===== src/hw/dstm_map.vh =====
// Register offsets, field positions, reset values and timing counts of the timing monitor
`ifndef DSTM_MAP_VH
`define DSTM_MAP_VH
`define DSTM_ADDR_W        5
`define DSTM_OFF_CTRL      5'h03
`define DSTM_OFF_DMARGIN   5'h04
`define DSTM_OFF_DELAY     5'h05
`define DSTM_OFF_SYNCCFG   5'h06
`define DSTM_OFF_SMARGIN   5'h07
`define DSTM_OFF_IRQMASK   5'h08
`define DSTM_OFF_IRQSTAT   5'h19
`define DSTM_CTRL_AUTO     7
`define DSTM_CTRL_DLY_EN   6
`define DSTM_CTRL_REFERENCE_CLOCK_INPUT   0
`define DSTM_STAT_DERR     0
`define DSTM_STAT_SERR     1
`define DSTM_STAT_DTYPE    2
`define DSTM_CTRL_RST      8'h00
`define DSTM_MASK_RST      8'h00
`define DSTM_RATIO_RST     3'h0
`define DSTM_PHASE_RST     5'h00
`define DSTM_MARGIN_RST    4'h0
`define DSTM_DELAY_RST     5'h00
`define DSTM_STATES        32
`define DSTM_ZERO_DELAY_PS 700
`define DSTM_UNIT_DELAY_PS 190
`endif


===== src/hw/dstm_margin_check.v =====
// Margin sampler: compares early and late copies of a sampled bus against the real sample
`timescale 1ns/1ps
`default_nettype none
module dstm_margin_check #(
    parameter W = 16
) (
    input  wire         ref_clk,
    input  wire         rst,
    input  wire         enable,
    input  wire         sample_en,
    input  wire [3:0]   margin,
    input  wire [W-1:0] data_in,
    output reg          err_pulse,
    output reg          err_is_setup
);
    // Taps one cycle per margin step apart; tap index = margin steps before and after
    reg  [W-1:0] tap_reg [0:32];
    integer      i;
    wire [5:0]   mid      = 6'd16;
    wire [5:0]   early_ix = mid + {2'b00, margin};
    wire [5:0]   late_ix  = mid - {2'b00, margin};
    wire         early_bad = (tap_reg[early_ix] != tap_reg[mid]);
    wire         late_bad  = (tap_reg[late_ix] != tap_reg[mid]);
    always @(posedge ref_clk) begin
        tap_reg[0] <= data_in;
        for (i = 1; i <= 32; i = i + 1) begin
            tap_reg[i] <= tap_reg[i-1];
        end
    end
    always @(posedge ref_clk) begin
        if (rst) begin
            err_pulse    <= 1'b0;
            err_is_setup <= 1'b0;
        end else begin
            // Zero margin collapses both copies onto the real sample, so it never flags
            err_pulse <= enable && sample_en && (early_bad || late_bad);
            if (enable && sample_en && (early_bad || late_bad)) begin
                err_is_setup <= early_bad;
            end
        end
    end
endmodule
`default_nettype wire


===== src/hw/dstm_top.v =====
// Data and sync timing monitor with delay control, clock-state sync and open-drain alert
// Behaviour
// - Early and late copies of each word; mismatch with real sample is data error
// - Four-bit data margin sets copy spacing; error when margin below setting
// - Error type bit: low means hold violation, high means setup violation
// - In manual mode the programmed data clock delay code is never altered
// - Delay enable resets off; delay code applies only once host sets it
// - Delay grows monotonically, about 700 ps at zero plus 190 ps per step
// - Manual mode activates data error checking; sync checking runs in every mode; unmasked violations raise the alert
// - One check per configuration; margin or delay change starts a fresh check
// - Sync makes a one-cycle pulse loading the five-bit initial phase state
// - Clock state machine has 32 states; timely pulses reload the same state
// - Sync ratio selects 1,2,4,8,16 rising edges per pulse; 101-111 invalid
// - Each phase increment advances derived clocks one sample cycle versus sync
// - Four-bit sync margin governs sync checking; error when margin below setting
// - Single pulse or periodic sync accepted, sampled by the sample clock
// - Alert output is open drain, active low, wire-OR capable
// - Both error flags assert alert by default, each maskable separately
// - Flags stick until status register is read or flag bits overwritten
// - Data timing checks apply only when data is timed to data clock output
`timescale 1ns/1ps
`default_nettype none
`include "dstm_map.vh"
module dstm_top #(
    parameter DATA_W = 16
) (
    input  wire              ref_clk,
    input  wire              rst,
    input  wire [4:0]        reg_addr,
    input  wire [7:0]        reg_wdata,
    input  wire              reg_wr,
    input  wire              reg_rd,
    output reg  [7:0]        reg_rdata,
    input  wire              data_clock_output_in,
    input  wire [DATA_W-1:0] data_in,
    input  wire              sync_in,
    output reg  [DATA_W-1:0] data_sample_reg,
    output reg  [4:0]        data_clock_delay_code,
    output reg               delay_active,
    output reg  [15:0]       delay_ps,
    output reg  [4:0]        clock_state,
    output reg               init_pulse,
    output reg               data_sample_clock,
    output wire              irq_n_out,
    output wire              irq_n_oe
);
    localparam [5:0] STATES = `DSTM_STATES;

    reg [7:0] ctrl_reg;
    reg [3:0] dmargin_reg;
    reg [4:0] delay_reg;
    reg [2:0] ratio_reg;
    reg [4:0] phase_reg;
    reg [3:0] smargin_reg;
    reg [1:0] mask_reg;
    reg       derr_reg;
    reg       serr_reg;
    reg       dtype_reg;
    reg       check_armed_reg;

    // Two-flop synchronisers for pins from outside the clock domain
    reg [DATA_W-1:0] din_s1, din_s2;
    reg              dck_s1, dck_s2, dck_s3;
    reg              syn_s1, syn_s2, syn_s3;
    always @(posedge ref_clk) begin
        din_s1 <= data_in;
        din_s2 <= din_s1;
        dck_s1 <= data_clock_output_in;
        dck_s2 <= dck_s1;
        dck_s3 <= dck_s2;
        syn_s1 <= sync_in;
        syn_s2 <= syn_s1;
        syn_s3 <= syn_s2;
    end
    wire dck_rise  = dck_s2 & ~dck_s3;
    wire sync_rise = syn_s2 & ~syn_s3;

    function [4:0] ratio_edges;
        input [2:0] code;
        begin
            case (code)
                3'h0: ratio_edges = 5'h01;
                3'h1: ratio_edges = 5'h02;
                3'h2: ratio_edges = 5'h04;
                3'h3: ratio_edges = 5'h08;
                3'h4: ratio_edges = 5'h10;
                default: ratio_edges = 5'h00;
            endcase
        end
    endfunction

    wire manual_mode = ~ctrl_reg[`DSTM_CTRL_AUTO];
    wire data_ref_ok = ~ctrl_reg[`DSTM_CTRL_REFERENCE_CLOCK_INPUT];
    wire check_en    = manual_mode & data_ref_ok & check_armed_reg;

    wire wr_ctrl    = reg_wr && (reg_addr == `DSTM_OFF_CTRL);
    wire wr_dmargin = reg_wr && (reg_addr == `DSTM_OFF_DMARGIN);
    wire wr_delay   = reg_wr && (reg_addr == `DSTM_OFF_DELAY);
    wire wr_stat    = reg_wr && (reg_addr == `DSTM_OFF_IRQSTAT);
    wire rd_stat    = reg_rd && (reg_addr == `DSTM_OFF_IRQSTAT);

    wire derr_pulse;
    wire derr_setup;
    dstm_margin_check #(
        .W(DATA_W)
    ) u_data_chk (
        .ref_clk     (ref_clk),
        .rst         (rst),
        .enable      (check_en),
        .sample_en   (dck_rise),
        .margin      (dmargin_reg),
        .data_in     (din_s2),
        .err_pulse   (derr_pulse),
        .err_is_setup(derr_setup)
    );

    wire serr_pulse;
    dstm_margin_check #(
        .W(1)
    ) u_sync_chk (
        .ref_clk     (ref_clk),
        .rst         (rst),
        .enable      (1'b1),
        .sample_en   (sync_rise),
        .margin      (smargin_reg),
        .data_in     (syn_s2),
        .err_pulse   (serr_pulse),
        .err_is_setup()
    );

    // Register file
    always @(posedge ref_clk) begin
        if (rst) begin
            ctrl_reg    <= `DSTM_CTRL_RST;
            dmargin_reg <= `DSTM_MARGIN_RST;
            delay_reg   <= `DSTM_DELAY_RST;
            ratio_reg   <= `DSTM_RATIO_RST;
            phase_reg   <= `DSTM_PHASE_RST;
            smargin_reg <= `DSTM_MARGIN_RST;
            mask_reg    <= 2'b00;
        end else if (reg_wr) begin
            case (reg_addr)
                `DSTM_OFF_CTRL:    ctrl_reg    <= reg_wdata;
                `DSTM_OFF_DMARGIN: dmargin_reg <= reg_wdata[3:0];
                // Only software writes the code; no automatic search alters it
                `DSTM_OFF_DELAY:   delay_reg   <= reg_wdata[4:0];
                `DSTM_OFF_SYNCCFG: begin
                    ratio_reg <= reg_wdata[7:5];
                    phase_reg <= reg_wdata[4:0];
                end
                `DSTM_OFF_SMARGIN: smargin_reg <= reg_wdata[3:0];
                `DSTM_OFF_IRQMASK: mask_reg    <= reg_wdata[1:0];
                default: ;
            endcase
        end
    end

    // One check per configuration: arm on change, disarm after the first error
    always @(posedge ref_clk) begin
        if (rst) begin
            check_armed_reg <= 1'b0;
        end else if (wr_dmargin || wr_delay || wr_ctrl) begin
            check_armed_reg <= 1'b1;
        end else if (derr_pulse) begin
            check_armed_reg <= 1'b0;
        end
    end

    // Sticky flags; a new error in the clear cycle wins
    always @(posedge ref_clk) begin
        if (rst) begin
            derr_reg  <= 1'b0;
            serr_reg  <= 1'b0;
            dtype_reg <= 1'b0;
        end else begin
            if (derr_pulse) begin
                derr_reg  <= 1'b1;
                dtype_reg <= derr_setup;
            end else if (rd_stat) begin
                derr_reg <= 1'b0;
            end else if (wr_stat) begin
                derr_reg  <= reg_wdata[`DSTM_STAT_DERR];
                dtype_reg <= reg_wdata[`DSTM_STAT_DTYPE];
            end
            if (serr_pulse) begin
                serr_reg <= 1'b1;
            end else if (rd_stat) begin
                serr_reg <= 1'b0;
            end else if (wr_stat) begin
                serr_reg <= reg_wdata[`DSTM_STAT_SERR];
            end
        end
    end

    // Read data one cycle after the strobe; unmapped addresses read zero
    always @(posedge ref_clk) begin
        if (rst) begin
            reg_rdata <= 8'h00;
        end else if (reg_rd) begin
            case (reg_addr)
                `DSTM_OFF_CTRL:    reg_rdata <= ctrl_reg;
                `DSTM_OFF_DMARGIN: reg_rdata <= {4'h0, dmargin_reg};
                `DSTM_OFF_DELAY:   reg_rdata <= {3'h0, delay_reg};
                `DSTM_OFF_SYNCCFG: reg_rdata <= {ratio_reg, phase_reg};
                `DSTM_OFF_SMARGIN: reg_rdata <= {4'h0, smargin_reg};
                `DSTM_OFF_IRQMASK: reg_rdata <= {6'h00, mask_reg};
                `DSTM_OFF_IRQSTAT: reg_rdata <= {5'h00, dtype_reg, serr_reg, derr_reg};
                default:           reg_rdata <= 8'h00;
            endcase
        end else begin
            reg_rdata <= 8'h00;
        end
    end

    // Delay code and nominal delay figure
    always @(posedge ref_clk) begin
        if (rst) begin
            data_clock_delay_code <= 5'h00;
            delay_active          <= 1'b0;
            delay_ps              <= 16'h0000;
        end else begin
            delay_active <= ctrl_reg[`DSTM_CTRL_DLY_EN];
            if (ctrl_reg[`DSTM_CTRL_DLY_EN]) begin
                data_clock_delay_code <= delay_reg;
                // Monotonic: zero-code offset plus fixed step per code
                delay_ps <= 16'd`DSTM_ZERO_DELAY_PS
                          + delay_reg * 16'd`DSTM_UNIT_DELAY_PS;
            end else begin
                data_clock_delay_code <= 5'h00;
                delay_ps              <= 16'h0000;
            end
        end
    end

    // Sync edge counter; invalid ratio codes make no pulses at all
    reg [4:0] edge_cnt_reg;
    wire [4:0] need = ratio_edges(ratio_reg);
    wire       fire = sync_rise && (need != 5'h00) && (edge_cnt_reg + 5'h01 >= need);
    always @(posedge ref_clk) begin
        if (rst) begin
            edge_cnt_reg <= 5'h00;
            init_pulse   <= 1'b0;
        end else begin
            init_pulse <= fire;
            if (fire) begin
                edge_cnt_reg <= 5'h00;
            end else if (sync_rise && need != 5'h00) begin
                edge_cnt_reg <= edge_cnt_reg + 5'h01;
            end
        end
    end

    // 32-state clock generator; pulse loads phase so later timely pulses change nothing
    always @(posedge ref_clk) begin
        if (rst) begin
            clock_state       <= 5'h00;
            data_sample_clock <= 1'b0;
        end else begin
            if (init_pulse) begin
                clock_state <= phase_reg;
            end else begin
                clock_state <= clock_state + 5'h01;
            end
            data_sample_clock <= (clock_state < STATES[5:1]);
        end
    end

    // Open drain: only ever drives low, enable low while driving
    wire irq_any = (derr_reg & ~mask_reg[0]) | (serr_reg & ~mask_reg[1]);
    assign irq_n_out = 1'b0;
    assign irq_n_oe  = ~irq_any;

    always @(posedge ref_clk) begin
        data_sample_reg <= rst ? {DATA_W{1'b0}} : (dck_rise ? din_s2 : data_sample_reg);
    end
endmodule
`default_nettype wire


===== config.mk =====
export PLATFORM = sky130hd
export DESIGN_NAME = dstm_top
export DESIGN_NICKNAME = d
export VERILOG_FILES = /design/src/hw/dstm_margin_check.v /design/src/hw/dstm_top.v
export VERILOG_INCLUDE_DIRS = /design/src /design/src/hw
export SDC_FILE = /design/constraint.sdc
export NUM_CORES = 1
export LEC_CHECK = 0
export CORE_MARGIN = 8
export CORE_UTILIZATION = 35
export CTS_CLUSTER_DIAMETER = 40
export DETAILED_ROUTE_END_ITERATION = 8
export DONT_BUFFER_PORTS = 1
export PLACE_DENSITY_LB_ADDON = 0.2
export SYNTH_ARGS = -nofsm -noshare
export SYNTH_HDL_FRONTEND = slang
export SYNTH_SLANG_ARGS = --single-unit

===== constraint.sdc =====
create_clock -name ref_clk -period 3.72 [get_ports ref_clk]
set_input_delay 0.372 -clock ref_clk [delete_from_list [all_inputs] [get_ports ref_clk]]
set_output_delay 0.372 -clock ref_clk [all_outputs]
set_load 0.005 [all_outputs]

# After elaboration in Yosys (flattened, before gate mapping)
# Memory sizes are Yosys's and may differ from the RTL's.
# Index checks and enable logic that the tools add are counted.
# classes
n_addsub,7
multipliers,1
order_cmp,2
n_eq_ne,16
mux,14
bitwise_logic,16
n_reduce_logical,30
# ops
op,n
8-bit case mux with 7 select lines,1
16-bit inequality test,2
5-bit case mux with 5 select lines,1
5-bit by 3-bit equality test with 1-bit output (second input constant),4
10-bit by 13-bit adder with 14-bit output (first input constant),1
2-bit AND reduction,7
5-bit by 4-bit adder with 6-bit output (first input constant),2
5-bit by 7-bit multiplier with 12-bit output (second input constant),1
5-bit by 4-bit subtractor with 6-bit output (first input constant),2
1-bit 2-to-1 mux,11
5-bit by 1-bit adder with 5-bit output (second input constant),2
1-bit logical AND,10
1-bit inverter,9
1-bit AND,6
3-bit by 2-bit equality test with 1-bit output (second input constant),2
3-bit nonzero test,2
2-bit OR reduction,3
5-bit by 2-bit equality test with 1-bit output (second input constant),1
5-bit by 4-bit equality test with 1-bit output (second input constant),1
5-bit equality test (second input constant),1
5-bit >= comparator,1
5-bit < comparator (second input constant),1
5-bit 2-to-1 mux,1
5-bit nonzero test,1
8 further kinds,13
# totals
register_bits,134
mem_bits_rw,561
inputBits,35
out_inout_bits,55
wordCells,119
n_memories,2
# memory_table
memory,depth,word_bits,read_ports,rd_ports_with_merged_regs,wr,line_no,rtl
u_data_chk.tap_reg,33,16,34,0,33,dstm_margin_check.v:17,reg [W-1:0] tap_reg [0:32];
u_sync_chk.tap_reg,33,1,34,0,33,dstm_margin_check.v:17,

# Depth between registers and ports, before layout
# logic_depth
depth_word,6
mapped_depth,16
mapped_depth_nobuf,14

# By module
# A second synthesis with hierarchy kept.
# hier_totals
cells_unflattened,1721
area_unflattened_um2,23085.9
# modules_own_cells
module,instances,cells_per_inst,area_per_inst_um2,seq_area_each_um2
dstm_margin_check (u_data_chk),1,1051,16473.3,10289.9
dstm_top,1,563,5297.6,2522.4
dstm_margin_check (u_sync_chk),1,107,1315.0,680.7

# Worst setup path after synthesis
# OpenSTA, ideal clock, no wires.
# synth_timing
kind,reg2reg
start,register delay_reg[2]
end,register delay_ps[11]
setup_ps,70
t_arrival_ps,3804
required_time_ps,3650
path_slack_ps,-153
stages_incl_launch_ff,15
n_path_buf,0
synth_period_minus_slack_ps,3873
path_cell_list,dfxtp_1 fa_1 inv_1 fa_1 fa_1 inv_1 ha_1 nor2b_1 o21ai_0 a21boi_0 o21a_1 o41a_1 xor2_1 or3_1 a21oi_1
# synth_between
elab_chain_len,2
# synth_rtl
item,line_no,rtl
start: declaration,dstm_top.v:51,reg [4:0] delay_reg;
start signal: assignment,dstm_top.v:136,delay_reg <= `DSTM_DELAY_RST;
start signal: assignment,dstm_top.v:146,`DSTM_OFF_DELAY: delay_reg <= reg_wdata[4:0];
5-bit by 7-bit multiplier with 12-bit output (no source line),--,
10-bit by 13-bit adder with 14-bit output (no source line),--,
end signal: assignment,dstm_top.v:226,delay_ps <= 16'd`DSTM_ZERO_DELAY_PS
end: declaration,dstm_top.v:40,"output reg [15:0] delay_ps,"
# No other way between the ends.
# A chain may end at the register's enable or synchronous reset.

# Final worst setup path
# layout_timing
start,register delay_reg[3]
end,register delay_ps[11]
# Same word-level chain as after synthesis.

==> results.sh <==
export IMPL_slowest_delay_ns=0.56
export IMPL_num_rows=94
export IMPL_io_buffer_count=0
export IMPL_vdd_drop_max_v=0.0004494
export IMPL_worst_path_most_repeated_cell="fa_1"
export IMPL_crit_family="adder cells"
export IMPL_proportion_of_netlist_area_held_by_the_largest_area_contributor_pct=58.34
export IMPL_worstPathArrival_ns=4.33
export IMPL_timing_setup_critical_path_class="reg -> reg"
export IMPL_route_met2_wl_um=23560
export IMPL_grt_setup_unrepaired="yes"
export IMPL_largest_reg_flops=512
export IMPL_detail_route_antenna_nets=0
export IMPL_synthToLayoutAreaGrowth_pct=20.24
export IMPL_path_depth=14
export IMPL_fmax_mhz=264.1
export IMPL_crit_reg2reg_launch="delay_reg[3]"
export IMPL_detail_route_wirelength_met1_um=22680
export IMPL_congestion_overflow_gr=0
export IMPL_ys_seq_elements=673
export IMPL_crit_reg2reg_capture="delay_ps[11]"
export IMPL_tritoncts="done"
export IMPL_synth_yosys_seq_area_share_pct=58.34
export IMPL_required_ns=4.27
export IMPL_via_count_of_the_first_global_routing_pass=14220
export IMPL_die_area_sq_um=74450
export IMPL_relSlewSlack_pct=23.88
export IMPL_reg2reg_depth=14
export IMPL_critical_path_cell_chain="fa_1 > inv_2 > fa_1 > fa_1 > inv_2 > ha_4 > nor2b_4 > o21ai_2 > a21boi_2 > o21a_1 > o41a_1 > xor2_2 > or3_1 > a21oi_2"
export IMPL_summed_instance_area_of_the_synthesized_netlist_sq_um=23090
export IMPL_detail_route_first_pass_iterations=4
export IMPL_setup_viol_count_final=2
export IMPL_finalHoldViolations=0
export IMPL_number_of_vias_in_the_routed_layout=13650
export IMPL_final_setup_skew_ns=0.02078
export IMPL_crit_buf_inv=2
export IMPL_cp_endpoint="delay_ps[11]"
export IMPL_diodes=0
export IMPL_drive_above_1_share_pct=21.81
export IMPL_via_per_inst=4.957
export IMPL_placedInstanceArea_sq_um=24210
export IMPL_yosys_most_used_dff="dfxtp_1"
export IMPL_p_int_mw=13.12
export IMPL_routabilityCongestion=0.7722
export IMPL_seqPwrFrac_pct=46.0
export IMPL_floorplan_initialDensity_pct=35.25
export IMPL_clock_sinks=673
export IMPL_fin_ws_ns=-0.06674
export IMPL_violations="setup timing"
export IMPL_cp_slowest_cell="fa_1"
export IMPL_period_share_pct=101.8
export IMPL_die_h_um=272.9
export IMPL_clock_power_share_pct=50.6
export IMPL_dpl_cell_count=2552
export IMPL_timing_final_crit_period_ns=3.787
export IMPL_setup_worst_path_end_class="flip-flop"
export IMPL_synthCells=1720
export IMPL_yosys_warnings=0
export IMPL_h_tree_depth=3
export IMPL_tightestPinTransition_ns=1.138
export IMPL_synth_lib_cells_used_distinct=71
export IMPL_yosys_area_top_type="dfxtp_1"
export IMPL_reg2reg_slack_ns=-0.07
export IMPL_clock_insertion_delay_worst_skew_ns=0.62
export IMPL_maxCapViolCount=0
export IMPL_netlist_top_cells_area="dfxtp_1 58%, mux4_2 13%, mux2i_1 4.8%, mux4_1 2.2%, ha_1 1.8%"
export IMPL_grt_start_max_net_pins=62
export IMPL_wl_met3_um=2306
export IMPL_grt_antenna_before_repair=0
export IMPL_tritoncts_num_buffers=86
export IMPL_finalMaxSlewViolations=0
export IMPL_finalWirelength_um=49800
export IMPL_p_leak_nw=10.79
export IMPL_die_width_um=272.9
export IMPL_layout_cells_non_filler=2753
export IMPL_post_synthesis_mean_instance_area_sq_um=13.43
export IMPL_pin_count=90
export IMPL_holdCritStartpoint="rst"
export IMPL_power_combinational_fraction_pct=3.4
export IMPL_fin_area_sq_um=27770
export IMPL_finish_utilization_pct=42.38
export IMPL_power_mw=16.89
export IMPL_worst_hold_class="in -> reg"
export IMPL_grt_util_all_layers_pct=13.27
export IMPL_hpwlAfterDp_um=33460
export IMPL_switchingPower_mw=3.779
export IMPL_net_switching_share_of_the_total_power_pct=22.37
export IMPL_outcome="finished with violations"
export IMPL_routed_wire_length_per_instance_um=18.09
export IMPL_dr_first_iter_drc_count=791
export IMPL_worst_hold_slack_ns=0.04135
export IMPL_clkSlewWorstSetupHoldPaths_ns=0.06
export IMPL_power_density_cell_area_nw_per_um2=608.5
export IMPL_route_top_layer_used="met4"
export IMPL_final_net_count=1893
export IMPL_critical_path_peak_fanout=4
export IMPL_clockRootBuffer="clkbuf_16"
export IMPL_core_area_sq_um=65510
export IMPL_drcViolationCount=0
export IMPL_number_of_synthesized_flops_with_an_enable_pin=0
export IMPL_postSynth_asyncResetShare_pct=0
export IMPL_clk_path_buf_depth=3
export IMPL_grt_pass1_wl_um=79780
export IMPL_filler_cell_count=5948
export IMPL_crit_path_start="delay_reg[3]"
export IMPL_crit_path_start_kind="flip-flop"
[kinds of logic after synthesis]
group / Yosys count / synth area share, %
DFF: 673 / 58.34
AOI/OAI and AO/OA: 185 / 5.413
xor gates and xnor gates: 57 / 2.162
muxes: 263 / 19.85
other: 1 / 0.01624
and+or+nand+nor: 359 / 7.981
buffers and inverters: 140 / 3.701
adders and majority gates: 42 / 2.536
[cell type report]
type / count / area [sq um] / share of cell area [%]
clock inverter: 58 / 713.2 / 2.569
multi-input combinational: 910 / 8909 / 32.09
clock buffer: 103 / 2337 / 8.418
timing repair buffer: 114 / 1125 / 4.051
sequential: 673 / 13480 / 48.56
tap: 864 / 1081 / 3.893
inverter: 31 / 116.4 / 0.4191
[metrics by stage]
step           setup TNS [ns]  worst slack, ns
2_1_floorplan        -0.06343         -0.06343
3_3_place_gp          -0.3178          -0.1555
3_5_place_dp          -0.5325          -0.2027
4_1_cts               -0.1974          -0.1162
5_1_grt               -0.6206          -0.2073
6_report              -0.1110         -0.06674
[metal layers]
layer,vias to the layer above,track usage [%]
li1,6506,-
met1,6796,17.37
met2,254,21.40
met3,90,2.858
met4,0,5.073
met5,-,0
[layout by cell type (no fill, tap or decap), types with 7 or more instances in the layout]
master	n
nor3_1	24
inv_8	7
clkinvlp_4	9
o21ai_0	9
nand2b_1	21
inv_1	29
xnor2_1	18
clkinv_2	8
a21oi_1	70
ha_1	32
and3_1	12
nand4_1	18
nand3_1	49
inv_6	11
buf_12	13
nor4_1	17
a22oi_1	36
mux4_1	19
a211o_1	8
mux4_2	131
clkbuf_8	10
fa_1	8
nand2_1	97
nor2_1	65
a221oi_1	12
clkbuf_16	87
mux2i_1	111
bufinv_16	9
clkinv_4	10
dlygate4sd3_1	33
a211oi_1	7
dfxtp_1	668
buf_4	66
and4_1	9
xor2_1	37
[power by group through the flow]
stage | Sequential (mW) | Combinational, mW | Clock [mW]
final | 7.77 | 0.579 | 8.54
after global placement | 7.91 | 0.528 | 0
after CTS | 7.77 | 0.586 | 8.79
after floorplan | 7.83 | 0.445 | 0
after detailed placement | 7.92 | 0.530 | 0
after global routing | 7.81 | 0.631 | 9.11
[timing repair]
item	in CTS	in global routing
setup endpoints to repair	4	6
buffers inserted	2	4
hold buffers	34	0
pin swaps	2	8
endpoints found under the hold margin	79	0
resized for setup	6	15
[synthesized netlist by cell type, types with 3 or more instances]
library cell and instances:
xor2_1 38, a21o_1 6, clkbuf_8 8, and2_1 5, buf_12 7, o21a_1 4
nor2_1 66, clkbuf_1 51, buf_6 9, inv_1 31, buf_4 12, o21ai_0 11
a22oi_1 37, fa_1 8, nand3b_1 3, nor2b_1 8, dfxtp_1 673, nor3b_1 4
a221oi_1 12, buf_1 12, a31oi_1 4, o31ai_1 3, a211o_1 8, nand3_1 49
a21oi_1 72, nor3_1 27, or3_1 4, nand4_1 18, nand2b_1 22, xnor2_1 19
a211oi_1 7, mux4_1 19, mux2i_1 111, ha_1 34, and4_1 9, buf_2 9
nor4_1 18, a2111oi_0 4, mux4_2 131, and3_1 12, o22ai_1 4, nand2_1 97
[worst min-delay path by stage]
stage | to | slack [ns] | depth (start not counted)
after floorplan | dck_s2 | 0.31 | 0
after global placement | din_s2[8] | 0.31 | 0
after detailed placement | din_s2[7] | 0.31 | 0
after CTS | dtype_reg | 0.002 | 4
after global routing | edge_cnt_reg[0] | 0.06 | 2
final | edge_cnt_reg[4] | 0.04 | 2
Note: power is estimated with default switching activity, not from simulation.
